$ cat config.mk
export PLATFORM = sky130hd
export DESIGN_NAME = simd_top
export DESIGN_NICKNAME = d
export VERILOG_FILES = /design/src/verilog/simd_pkg.sv /design/src/verilog/simd_mode_dec.sv /design/src/verilog/simd_top.sv
export SDC_FILE = /design/constraint.sdc
export NUM_CORES = 1
export LEC_CHECK = 0
export BUFFER_PORTS_ARGS = -buffer_cell sky130_fd_sc_hd__buf_2
export CAP_MARGIN = 20
export CORE_MARGIN = 1.5
export CORE_UTILIZATION = 44
export CTS_CLUSTER_DIAMETER = 120
export CTS_CLUSTER_SIZE = 16
export DETAILED_ROUTE_END_ITERATION = 10
export GPL_TIMING_DRIVEN = 0
export PLACE_DENSITY = 0.77
export RECOVER_POWER = 25
export SLEW_MARGIN = 10
export SYNTH_ARGS = -nofsm -noshare
export SYNTH_HDL_FRONTEND = slang
export SYNTH_HIERARCHICAL = 1
export SYNTH_SLANG_ARGS = --single-unit
export TNS_END_PERCENT = 10
$ cat constraint.sdc
create_clock -name SYS_CLK -period 1.8 [get_ports SYS_CLK]
set_input_delay 0.09 -clock SYS_CLK [delete_from_list [all_inputs] [get_ports SYS_CLK]]
set_output_delay 0.09 -clock SYS_CLK [all_outputs]
set_load 0.02 [all_outputs]
$ cat src/verilog/simd_pkg.sv
package simd_pkg;

  localparam int unsigned SIMD_ADDR_W = 12;
  localparam int unsigned SIMD_NLINES = 7;

  ////////////////////////////////////////////////////////////////////////////
  // Register map
  localparam logic [11:0] SIMD_MODE_OFS = 12'h000;
  localparam logic [11:0] SIMD_CTRL_OFS = 12'h004;
  localparam logic [11:0] SIMD_STAT_OFS = 12'h008;

  localparam int unsigned SIMD_MODE_DRV_LSB = 0;
  localparam int unsigned SIMD_MODE_RCV_LSB = 4;
  localparam int unsigned SIMD_CTRL_TT_N_BIT = 0;
  localparam int unsigned SIMD_CTRL_ST_N_BIT = 1;
  localparam int unsigned SIMD_CTRL_SCT_BIT = 2;
  localparam int unsigned SIMD_STAT_V35_BIT = 0;
  localparam int unsigned SIMD_STAT_V35DRV_BIT = 1;
  localparam int unsigned SIMD_STAT_DRV_LSB = 4;
  localparam int unsigned SIMD_STAT_RCV_LSB = 8;
  localparam int unsigned SIMD_STAT_TERM_BIT = 12;

  localparam logic [3:0] SIMD_WORD_RST = 4'h0;
  localparam logic SIMD_TT_N_RST = 1'b1;
  localparam logic SIMD_ST_N_RST = 1'b1;
  localparam logic SIMD_SCT_RST = 1'b0;

  ////////////////////////////////////////////////////////////////////////////
  // Mode codes, most significant bit first
  localparam logic [3:0] SIMD_CODE_OFF = 4'h0;
  localparam logic [3:0] SIMD_CODE_RS232 = 4'h2;
  localparam logic [3:0] SIMD_CODE_V35 = 4'he;
  localparam logic [3:0] SIMD_CODE_RS422 = 4'h4;
  localparam logic [3:0] SIMD_CODE_RS485 = 4'h5;
  localparam logic [3:0] SIMD_CODE_RS449 = 4'hc;
  localparam logic [3:0] SIMD_CODE_EIA530 = 4'hd;
  localparam logic [3:0] SIMD_CODE_EIA530A = 4'hf;
  localparam logic [3:0] SIMD_CODE_V36 = 4'h6;

  typedef enum logic [3:0] {
    SIMD_M_OFF = 4'b0000,
    SIMD_M_RS232 = 4'b0001,
    SIMD_M_V35 = 4'b0010,
    SIMD_M_RS422 = 4'b0011,
    SIMD_M_RS485 = 4'b0100,
    SIMD_M_RS449 = 4'b0101,
    SIMD_M_EIA530 = 4'b0110,
    SIMD_M_EIA530A = 4'b0111,
    SIMD_M_V36 = 4'b1000,
    SIMD_M_UNDEF = 4'b1001
  } simd_mode_t;

  typedef enum logic [2:0] {
    SIMD_LT_OFF = 3'b000,
    SIMD_LT_V28 = 3'b001,
    SIMD_LT_V10 = 3'b010,
    SIMD_LT_V11 = 3'b011,
    SIMD_LT_RS485 = 3'b100,
    SIMD_LT_V35 = 3'b101
  } simd_ltype_t;

  // Driver line indices
  localparam int SIMD_D_SD = 0;
  localparam int SIMD_D_TR = 1;
  localparam int SIMD_D_RS = 2;
  localparam int SIMD_D_RL = 3;
  localparam int SIMD_D_LL = 4;
  localparam int SIMD_D_ST = 5;
  localparam int SIMD_D_TT = 6;
  // Receiver line indices
  localparam int SIMD_R_RD = 0;
  localparam int SIMD_R_RT = 1;
  localparam int SIMD_R_CS = 2;
  localparam int SIMD_R_DM = 3;
  localparam int SIMD_R_RR = 4;
  localparam int SIMD_R_IC = 5;
  localparam int SIMD_R_SCT = 6;

  ////////////////////////////////////////////////////////////////////////////
  // Carriers and state
  typedef struct packed {
    simd_ltype_t [6:0] kind;
    logic [6:0] en;
  } simd_drv_cfg_t;

  typedef struct packed {
    simd_ltype_t [6:0] kind;
    logic [6:0] out_en;
    logic [6:0] fs_lvl;
    logic [6:0] fs_valid;
  } simd_rcv_cfg_t;

  typedef struct packed {
    logic pready;
    logic pslverr;
    logic [31:0] prdata;
    logic [3:0] drv_word;
    logic [3:0] rcv_word;
    logic tt_en_n;
    logic st_en_n;
    logic sct_en;
    simd_drv_cfg_t drv_cfg;
    simd_rcv_cfg_t rcv_cfg;
    logic v35_drv_en;
    logic term_en;
    logic v35_status;
  } simd_state_t;

endpackage : simd_pkg

$ cat src/verilog/simd_mode_dec.sv
`timescale 1ns/1ps
`default_nettype none

module simd_mode_dec
  import simd_pkg::*;
(
  input wire logic [3:0] code,
  output simd_mode_t mode
);

  // Code to interface standard, shared by drivers and receivers
  always_comb begin
    case (code)
      SIMD_CODE_OFF: mode = SIMD_M_OFF;
      SIMD_CODE_RS232: mode = SIMD_M_RS232;
      SIMD_CODE_V35: mode = SIMD_M_V35;
      SIMD_CODE_RS422: mode = SIMD_M_RS422;
      SIMD_CODE_RS485: mode = SIMD_M_RS485;
      SIMD_CODE_RS449: mode = SIMD_M_RS449;
      SIMD_CODE_EIA530: mode = SIMD_M_EIA530;
      SIMD_CODE_EIA530A: mode = SIMD_M_EIA530A;
      SIMD_CODE_V36: mode = SIMD_M_V36;
      default: mode = SIMD_M_UNDEF;
    endcase
  end

endmodule : simd_mode_dec

`default_nettype wire

$ cat src/verilog/simd_top.sv
`timescale 1ns/1ps
`default_nettype none

module simd_top
  import simd_pkg::*;
(
  input wire logic SYS_CLK,
  input wire logic RST,
  input wire logic PSEL,
  input wire logic PENABLE,
  input wire logic PWRITE,
  input wire logic [SIMD_ADDR_W-1:0] PADDR,
  input wire logic [31:0] PWDATA,
  input wire logic [3:0] PSTRB,
  output logic PREADY,
  output logic [31:0] PRDATA,
  output logic PSLVERR,
  output simd_drv_cfg_t DRV_CFG,
  output simd_rcv_cfg_t RCV_CFG,
  output logic V35_DRV_EN,
  output logic TERM_EN,
  output logic V35_STATUS
);

  ////////////////////////////////////////////////////////////////////////////
  // Line type tables

  function automatic simd_ltype_t drv_kind(input simd_mode_t m, input int i);
    simd_ltype_t k;
    k = SIMD_LT_OFF;
    case (m)
      SIMD_M_RS232: k = SIMD_LT_V28;
      SIMD_M_V35: begin
        if (i == SIMD_D_SD || i == SIMD_D_ST || i == SIMD_D_TT) begin
          k = SIMD_LT_V35;
        end else begin
          k = SIMD_LT_V28;
        end
      end
      SIMD_M_RS422: k = SIMD_LT_V11;
      SIMD_M_RS485: k = SIMD_LT_RS485;
      SIMD_M_RS449, SIMD_M_EIA530: begin
        if (i == SIMD_D_RL || i == SIMD_D_LL) begin
          k = SIMD_LT_V10;
        end else begin
          k = SIMD_LT_V11;
        end
      end
      SIMD_M_EIA530A: begin
        if (i == SIMD_D_TR || i == SIMD_D_LL) begin
          k = SIMD_LT_V10;
        end else begin
          k = SIMD_LT_V11;
        end
      end
      SIMD_M_V36: begin
        if (i == SIMD_D_SD || i == SIMD_D_ST || i == SIMD_D_TT) begin
          k = SIMD_LT_V11;
        end else begin
          k = SIMD_LT_V10;
        end
      end
      SIMD_M_OFF: k = SIMD_LT_OFF;
      default: k = SIMD_LT_OFF;
    endcase
    return k;
  endfunction : drv_kind

  function automatic simd_ltype_t rcv_kind(input simd_mode_t m, input int i);
    simd_ltype_t k;
    k = SIMD_LT_OFF;
    case (m)
      SIMD_M_RS232: k = SIMD_LT_V28;
      SIMD_M_V35: begin
        if (i == SIMD_R_RD || i == SIMD_R_RT || i == SIMD_R_SCT) begin
          k = SIMD_LT_V35;
        end else begin
          k = SIMD_LT_V28;
        end
      end
      SIMD_M_RS422: k = SIMD_LT_V11;
      SIMD_M_RS485: k = SIMD_LT_RS485;
      SIMD_M_RS449, SIMD_M_EIA530: begin
        if (i == SIMD_R_IC) begin
          k = SIMD_LT_V10;
        end else begin
          k = SIMD_LT_V11;
        end
      end
      SIMD_M_EIA530A: begin
        if (i == SIMD_R_DM || i == SIMD_R_IC) begin
          k = SIMD_LT_V10;
        end else begin
          k = SIMD_LT_V11;
        end
      end
      SIMD_M_V36: begin
        if (i == SIMD_R_RD || i == SIMD_R_RT || i == SIMD_R_SCT) begin
          k = SIMD_LT_V11;
        end else begin
          k = SIMD_LT_V10;
        end
      end
      SIMD_M_OFF: k = SIMD_LT_OFF;
      default: k = SIMD_LT_OFF;
    endcase
    return k;
  endfunction : rcv_kind

  // Open-input level of a receiver type; bit 1 says a level exists
  function automatic logic [1:0] fail_safe(input simd_ltype_t k);
    logic [1:0] f;
    f = 2'h0;
    case (k)
      SIMD_LT_V28: f = 2'h3;
      SIMD_LT_V10: f = 2'h2;
      SIMD_LT_V11, SIMD_LT_RS485: f = 2'h3;
      SIMD_LT_V35: f = 2'h0;
      default: f = 2'h0;
    endcase
    return f;
  endfunction : fail_safe

  // Register index from address: bit 2 valid, bits 1:0 index
  function automatic logic [2:0] reg_sel(input logic [SIMD_ADDR_W-1:0] a);
    logic [2:0] s;
    s = 3'h0;
    case (a)
      SIMD_MODE_OFS: s = 3'h4;
      SIMD_CTRL_OFS: s = 3'h5;
      SIMD_STAT_OFS: s = 3'h6;
      default: s = 3'h0;
    endcase
    return s;
  endfunction : reg_sel

  ////////////////////////////////////////////////////////////////////////////
  // State and decoders

  simd_state_t st_reg;
  simd_state_t st_next;
  simd_mode_t drv_mode;
  simd_mode_t rcv_mode;

  simd_mode_dec u_drv_dec (
    .code(st_reg.drv_word),
    .mode(drv_mode)
  );

  simd_mode_dec u_rcv_dec (
    .code(st_reg.rcv_word),
    .mode(rcv_mode)
  );

  ////////////////////////////////////////////////////////////////////////////
  // Next state

  always_comb begin
    logic [2:0] sel;
    logic access;
    logic [31:0] rd;
    logic [1:0] fs;
    sel = reg_sel(PADDR);
    access = PSEL & PENABLE;
    rd = 32'h0;
    fs = 2'h0;
    st_next = st_reg;

    // APB slave: one wait state, write lands on the pready edge
    st_next.pready = access & ~st_reg.pready;
    st_next.pslverr = access & ~st_reg.pready & ~sel[2];
    if (access & st_reg.pready & PWRITE & sel[2] & PSTRB[0]) begin
      case (sel[1:0])
        2'h0: begin
          st_next.drv_word = PWDATA[SIMD_MODE_DRV_LSB +: 4];
          st_next.rcv_word = PWDATA[SIMD_MODE_RCV_LSB +: 4];
        end
        2'h1: begin
          st_next.tt_en_n = PWDATA[SIMD_CTRL_TT_N_BIT];
          st_next.st_en_n = PWDATA[SIMD_CTRL_ST_N_BIT];
          st_next.sct_en = PWDATA[SIMD_CTRL_SCT_BIT];
        end
        default: begin
        end
      endcase
    end
    case (sel)
      3'h4: begin
        rd[SIMD_MODE_DRV_LSB +: 4] = st_reg.drv_word;
        rd[SIMD_MODE_RCV_LSB +: 4] = st_reg.rcv_word;
      end
      3'h5: begin
        rd[SIMD_CTRL_TT_N_BIT] = st_reg.tt_en_n;
        rd[SIMD_CTRL_ST_N_BIT] = st_reg.st_en_n;
        rd[SIMD_CTRL_SCT_BIT] = st_reg.sct_en;
      end
      3'h6: begin
        rd[SIMD_STAT_V35_BIT] = st_reg.v35_status;
        rd[SIMD_STAT_V35DRV_BIT] = st_reg.v35_drv_en;
        rd[SIMD_STAT_DRV_LSB +: 4] = drv_mode;
        rd[SIMD_STAT_RCV_LSB +: 4] = rcv_mode;
        rd[SIMD_STAT_TERM_BIT] = st_reg.term_en;
      end
      default: rd = 32'h0;
    endcase
    if (access & ~st_reg.pready & ~PWRITE) begin
      st_next.prdata = rd;
    end else if (~access) begin
      st_next.prdata = 32'h0;
    end

    // Per-line configuration from the decoded modes
    for (int i = 0; i < SIMD_NLINES; i++) begin
      st_next.drv_cfg.kind[i] = drv_kind(drv_mode, i);
      st_next.drv_cfg.en[i] = (drv_kind(drv_mode, i) != SIMD_LT_OFF);
      st_next.rcv_cfg.kind[i] = rcv_kind(rcv_mode, i);
      st_next.rcv_cfg.out_en[i] = (rcv_kind(rcv_mode, i) != SIMD_LT_OFF);
      fs = fail_safe(rcv_kind(rcv_mode, i));
      st_next.rcv_cfg.fs_lvl[i] = fs[0];
      st_next.rcv_cfg.fs_valid[i] = fs[1];
    end
    if (st_reg.tt_en_n) begin
      st_next.drv_cfg.en[SIMD_D_TT] = 1'b0;
    end
    if (st_reg.st_en_n) begin
      st_next.drv_cfg.en[SIMD_D_ST] = 1'b0;
    end
    st_next.rcv_cfg.out_en[SIMD_R_SCT] = st_reg.sct_en &
        (rcv_kind(rcv_mode, SIMD_R_SCT) != SIMD_LT_OFF);

    st_next.v35_drv_en = (drv_mode == SIMD_M_V35);
    st_next.term_en = (rcv_mode == SIMD_M_V35);
    st_next.v35_status = (drv_mode == SIMD_M_V35);
  end

  ////////////////////////////////////////////////////////////////////////////
  // State register

  always_ff @(posedge SYS_CLK or posedge RST) begin
    if (RST) begin
      st_reg <= '0;
      st_reg.drv_word <= SIMD_WORD_RST;
      st_reg.rcv_word <= SIMD_WORD_RST;
      st_reg.tt_en_n <= SIMD_TT_N_RST;
      st_reg.st_en_n <= SIMD_ST_N_RST;
      st_reg.sct_en <= SIMD_SCT_RST;
    end else begin
      st_reg <= st_next;
    end
  end

  ////////////////////////////////////////////////////////////////////////////
  // Outputs

  assign PREADY = st_reg.pready;
  assign PRDATA = st_reg.prdata;
  assign PSLVERR = st_reg.pslverr;
  assign DRV_CFG = st_reg.drv_cfg;
  assign RCV_CFG = st_reg.rcv_cfg;
  assign V35_DRV_EN = st_reg.v35_drv_en;
  assign TERM_EN = st_reg.term_en;
  assign V35_STATUS = st_reg.v35_status;

endmodule : simd_top

`default_nettype wire

==> results of run 1 <==
[per-stage QoR]
| stage | setup WS [ns] | std cells |
|---|---|---|
| 6_report | 0.0483 | 636 |
| 3_3_place_gp | -0.417 | 594 |
| 2_1_floorplan | -0.194 | 373 |
| 5_1_grt | -0.00847 | 636 |
| 4_1_cts | -0.0149 | 628 |
| 3_5_place_dp | -0.488 | 596 |
[cells by family (layout without fill, tap and decap cells)]
family	count (synthesis)	after routing
other	1	19
adders and majority gates	11	11
and+or+nand+nor	76	76
AOI/OAI and AO/OA	43	43
DFF	75	75
buffers and inverters	126	281
xor gates and xnor gates	12	12
muxes	11	11
[layout make-up]
| class | count | share of cell area (%) |
|---|---|---|
| flip-flops and latches | 75 | 35.9 |
| clock inverters | 3 | 0.286 |
| plain buffers | 116 | 16.8 |
| multi-input cells | 172 | 25.6 |
| repair buffers | 141 | 15.5 |
| clock buffers | 12 | 2.77 |
| well taps | 108 | 2.57 |
| inverters | 9 | 0.667 |
[final timing paths]
check	start	endpoint	cells after the start
worst max-delay path	PADDR[9]	st_reg[82]	9
worst min-delay path	PWDATA[2]	st_reg[73]	2
worst max register to register	st_reg[76]	RCV_CFG[20]	7
worst min register to register	PRDATA[9]	PRDATA[9]	1
max in group asynchronous	RST	st_reg[81]	4
min in group asynchronous	RST	RCV_CFG[20]	3
[metal layers]
| layer | vias up | GRT usage [%] |
|---|---|---|
| li1 | 1399 | - |
| met1 | 1352 | 20.6 |
| met2 | 88 | 27.3 |
| met3 | 9 | 2.37 |
| met4 | 0 | 7.03 |
| met5 | - | 0 |
[layout by cell type, fill, tap and decap left out, types with 3 or more instances in the layout]
master and instances:
a21o_1 4, a22o_1 11, and2_1 3, and3_1 3
buf_2 111, buf_4 121, buf_6 6, clkbuf_1 5
clkbuf_2 4, clkbuf_8 11, clkinv_2 3, conb_1 19
dfrtp_1 71, dlygate4sd3_1 8, ha_1 8, inv_1 4
inv_2 4, mux2_1 3, mux2_4 8, nand2_1 19
nand2b_1 4, nand3_1 5, nor2_1 12, nor4_1 4
o21ai_0 8, or2_1 3, xnor2_1 11
[power by group through the flow]
| stage | Combinational, W | Sequential [W] | Clock (W) |
|---|---|---|---|
| global placement | 0.000166 | 0.00172 | 0 |
| floorplan | 0.000111 | 0.00173 | 0 |
| global route | 0.000208 | 0.00169 | 0.00120 |
| finish | 0.000189 | 0.00169 | 0.00108 |
| detailed placement | 0.000182 | 0.00172 | 0 |
| CTS | 0.000199 | 0.00169 | 0.00110 |
[critical path: stages]
cell,delay [ns]
buf_6,0.09
nor4_4,0.30
nand3_1,0.14
or3b_4,0.41
ha_4,0.17
and4_4,0.14
and3b_1,0.17
buf_6,0.15
mux2_4,0.30
[repair_timing]
action,in CTS,in global routing
resized for setup,27,27
hold buffers,8,0
setup buffers,10,8
hold endpoints to repair,25,0
pin swaps,8,12
endpoints found under the setup margin,58,55
==> results.cfg, run 1 <==
[timing]
hold_slack_ns = 0.00837
rsz0062_at_grt = true
finalMaxSlewViolations = 0
hold_viol = 0
fin_skew_ns = 0.00481
fin_setup_tns_ns = 0
fin_crit_ns = 1.75
relSlewSlack_pct = 37.5
setup_violations = 0
max_freq_mhz = 571
period_share_pct = 97.3
tightest_slew_ns = 0.933

[cells_and_area]
drive_above_1_share_pct = 57.0
register_area_um2 = 1880
final_util_pct = 60.5
area_growth_pct = 33.3
fill_cells = 730
multiInputGateArea_um2 = 1340
largest_reg_flops = 25
nets = 588
antenna_cells = 0
stdcell_area_um2 = 5250

[synthesis]
synth_top_family_by_area = buffers and inverters
synth_xor_area_share_pct = 2.67
synth_ff_type = dfrtp_1
synth-seq-area-share_pct = 47.7
synth_async_sr_flop_share_pct = 100
synth.area.mux_share_pct = 3.91
synth_area_leaders = dfrtp_1, buf_4, ha_1
ys_top_cells_by_count = buf_4, dfrtp_1, nand2_1
synth_area_per_cell_um2 = 11.1
synth.most_common_cell = buf_4
synth_edf_count = 0
synth-simple-area-share_pct = 11.9
synth_top_area_cell = dfrtp_1
synthCells = 355
synth_cell_type_count = 48
synthAdderAreaFrac_pct = 3.50
synth_top_area_share_pct = 46.4
yosys_warnings = 6
ys_ff_latch = 75
synth_compound_area_share_pct = 8.11
synth_area_um2 = 3940

[die]
core_region_area_um2 = 8680
rows = 34
io_pins = 160
die_w_um = 97.6
fp.dieH_um = 97.6
dieArea_um2 = 9520
floorplan.initialDensity_pct = 45.4

[routing]
final_antenna_net_count = 0
dr.pass1.iters = 4
drt-initial-drc-count = 106
top_layer_used = met4
route.detailed.drc = 0
dr_wl_met2_mm = 4.05
num_vias = 2848
wl_met3_um = 344
wl_per_cell_um = 12.2
wl_met1_mm = 3.24
avgViaCountPerCell = 4.48
postRouteWirelength_mm = 7.76

[power]
p_sw_w = 0.000666
pwr-share-seq_pct = 57.2
p_comb_share_pct = 6.4
cell_internal_pwr_w = 0.00229
powerDensity_nw_per_um2 = 563
p_leak_nw = 3.15
sw_frac_of_total_pct = 22.5
power_frac_clock_pct = 36.4
irDropWorstVdd_v = 0.000237
power.total_w = 0.00296

[placed_design]
placed_cell_area_um2 = 4760
io_buffers = 113
dpl.hpwl_mm = 5.69
place.gp.congestion = 0.771

[global_route]
grt.overflow.total = 0
grt_max_degree = 35
first_global_vias = 2692
grt_pass1_wl_mm = 12.4
antenna_found_initial = 0
grtUsageTotal_pct = 16.2

[worst_setup_path]
worstSetupPathType = in2reg
end_kind = flop
start_kind = input port
cp.required_ns = 2.02
crit_fanout = 8
r2r_slack_ns = 0.07
cp.arrival_ns = 1.97

[clock_tree]
cts_root_buf = clkbuf_8
htree_levels = 3
cts_tree = done
cts_buffers = 9
clk_path_buf_depth = 2
cts.sinks = 75
clk_latency_ns = 0.33
clk_pin_slew_ns = 0.07

[job]
max-cap-violations = 0

[worst_hold_path]
hp-class = in2reg

[run_status]
outcome = complete, no violations
(Power assumes the default switching activity.)
==> run 2: changes to the inputs <==
Settings changed: BUFFER_PORTS_ARGS -buffer_cell sky130_fd_sc_hd__buf_2 to default, CORE_UTILIZATION 44 to 45, DONT_BUFFER_PORTS from default to 1, PLACE_DENSITY 0.77 to default, SETUP_SLACK_MARGIN from default to 0.02.
==> run 2 against run 1 <==
Global-route usage down 0.36 points; wire length down 7.7%; register-to-register slack better by 0.02 ns; clock-buffer cell count unchanged; sequential share of layout area up 3.3 points; fmax up 2.1%; hold slack better by 0.11 ns; clock skew up 0.0021 ns; total power up 21%; core utilization down 3.0 points; critical path type unchanged.
==> results.cfg, run 2 (synthesis results as in run 1) <==
[worst_setup_path]
worstSetupPathType = in2reg
worstSetupStartpoint = PADDR[9]
crit_fanout = 8
cp.required_ns = 2.02
cp.arrival_ns = 1.94
timing.rr.start = st_reg[77]
critPathMaxStageDelay_ns = 0.42
end_kind = flop
cpMaxStageDelayCell = or3b_4
crit_chain = nor4_4 > nand3_1 > or3b_4 > ha_4 > and4_4 > and3b_1 > buf_6 > mux2_4
start_kind = input port

[timing]
rsz0062_at_grt = true
fin_setup_tns_ns = 0
max_freq_mhz = 583
period_share_pct = 95.3
relSlewSlack_pct = 26.4
fin_skew_ns = 0.00694
tightest_slew_ns = 1.10
setup_violations = 0
hold_viol = 0
fin_crit_ns = 1.72
finalMaxSlewViolations = 0

[global_route]
grt_busiest_layer = met2
gr-usage-met3_pct = 2.97
grt.overflow.total = 0
met1_usage_pct = 20.9
met2_usage_pct = 25.1
first_global_vias = 2301
grtUsageTotal_pct = 15.8
grt_pass1_wl_mm = 11.1
grt_max_degree = 32
antenna_found_initial = 0

[clock_tree]
cts_tree = done
clk_path_buf_depth = 2
cts_buffers = 9
cts_root_buf = clkbuf_8
clk_pin_slew_ns = 0.07
htree_levels = 3
clk_latency_ns = 0.34
cts.sinks = 75

[routing]
final_antenna_net_count = 0
wl_per_cell_um = 13.9
dr.pass1.iters = 4
avgViaCountPerCell = 4.70
route.detailed.drc = 0
postRouteWirelength_mm = 7.16
drt-initial-drc-count = 72
num_vias = 2423

[cells_and_area]
area_growth_pct = 21.9
stdcell_area_um2 = 4800
nets = 470
mostFrequentLayoutCells = buf_4, dfrtp_1, nand2_1, conb_1
antenna_cells = 0
drive_above_1_share_pct = 44.0
final_common_cell = buf_4
largest_reg_flops = 25

[die]
dieArea_um2 = 9320
rows = 33
io_pins = 160
floorplan.initialDensity_pct = 47.2
fp.dieH_um = 96.5
core_region_area_um2 = 8340
die_w_um = 96.5

[job]
max-cap-violations = 0

[worst_hold_path]
hp-class = in2reg
min_from = PWRITE

[placed_design]
io_buffers = 0
dpl.hpwl_mm = 5.11
place.gp.congestion = 0.735
placed_cell_area_um2 = 4190

[power]
powerDensity_nw_per_um2 = 747
irDropWorstVdd_v = 0.000378
p_leak_nw = 2.60

[run_status]
outcome = complete, no violations
run 2: final cells by class:
class | count | area [um2]
buffer | 116 | 878
clock buffer | 12 | 155
clock inverter | 4 | 120
fill | 723 | 3540
inverter | 9 | 35.0
multi-input combinational | 172 | 1370
sequential | 75 | 1880
tap | 105 | 131
timing repair buffer | 23 | 231
run 2: worst paths after layout:
kind	endpoint	slack [ns]	cells after the start
hold / removal	PRDATA[6]	0.12	4
max in group asynchronous	DRV_CFG[20]	0.37	3
min in group asynchronous	DRV_CFG[19]	0.42	2
setup reg to reg	RCV_CFG[5]	0.09	7
setup / recovery	st_reg[77]	0.08	8
hold reg to reg	PRDATA[6]	0.50	2
run 2: per-stage QoR:
step                      setup slack (ns)  util (%)  cells  hold slack [ns]  total power (W)
after floorplan                     -0.194         -    373            0.225          0.00184
after global placement              -0.314      49.6    478            0.231          0.00185
after detailed placement            -0.337      50.2    480           0.0582          0.00186
after CTS                          0.00960      55.9    511           0.0929          0.00363
after global routing               -0.0166      57.5    516            0.123          0.00372
final                               0.0847      57.5    516            0.117          0.00358
run 2: layer usage:
metal | share of wire (%) | wire, um | vias up
li1 | - | - | 1165
met1 | 44 | 3180 | 1157
met2 | 47 | 3390 | 92
met3 | 6.5 | 468 | 9
met4 | 1.5 | 110 | 0
met5 | 0 | 0 | -
run 2: worst max-delay path, delay by kind of cell:
family	cells	cell delay [ns]
AND/OR/NAND/NOR	5	1.19
buffers and inverters	1	0.15
adder cells (fa/ha/maj)	1	0.19
multiplexers	1	0.31
run 2: repair_timing:
item	4_1_cts	5_1_grt
buffers inserted	5	4
setup endpoints to repair	49	52
pin swaps	3	8
hold endpoints to repair	32	0
resized for setup	20	33
hold buffers	11	0
cloned	0	1
run 2: where the power goes:
group / switching, W / total [W] / internal [W]
Clock: 0.000599 / 0.00174 / 0.00114
Sequential: 0.00000571 / 0.00169 / 0.00169
Combinational: 0.0000914 / 0.000151 / 0.0000599
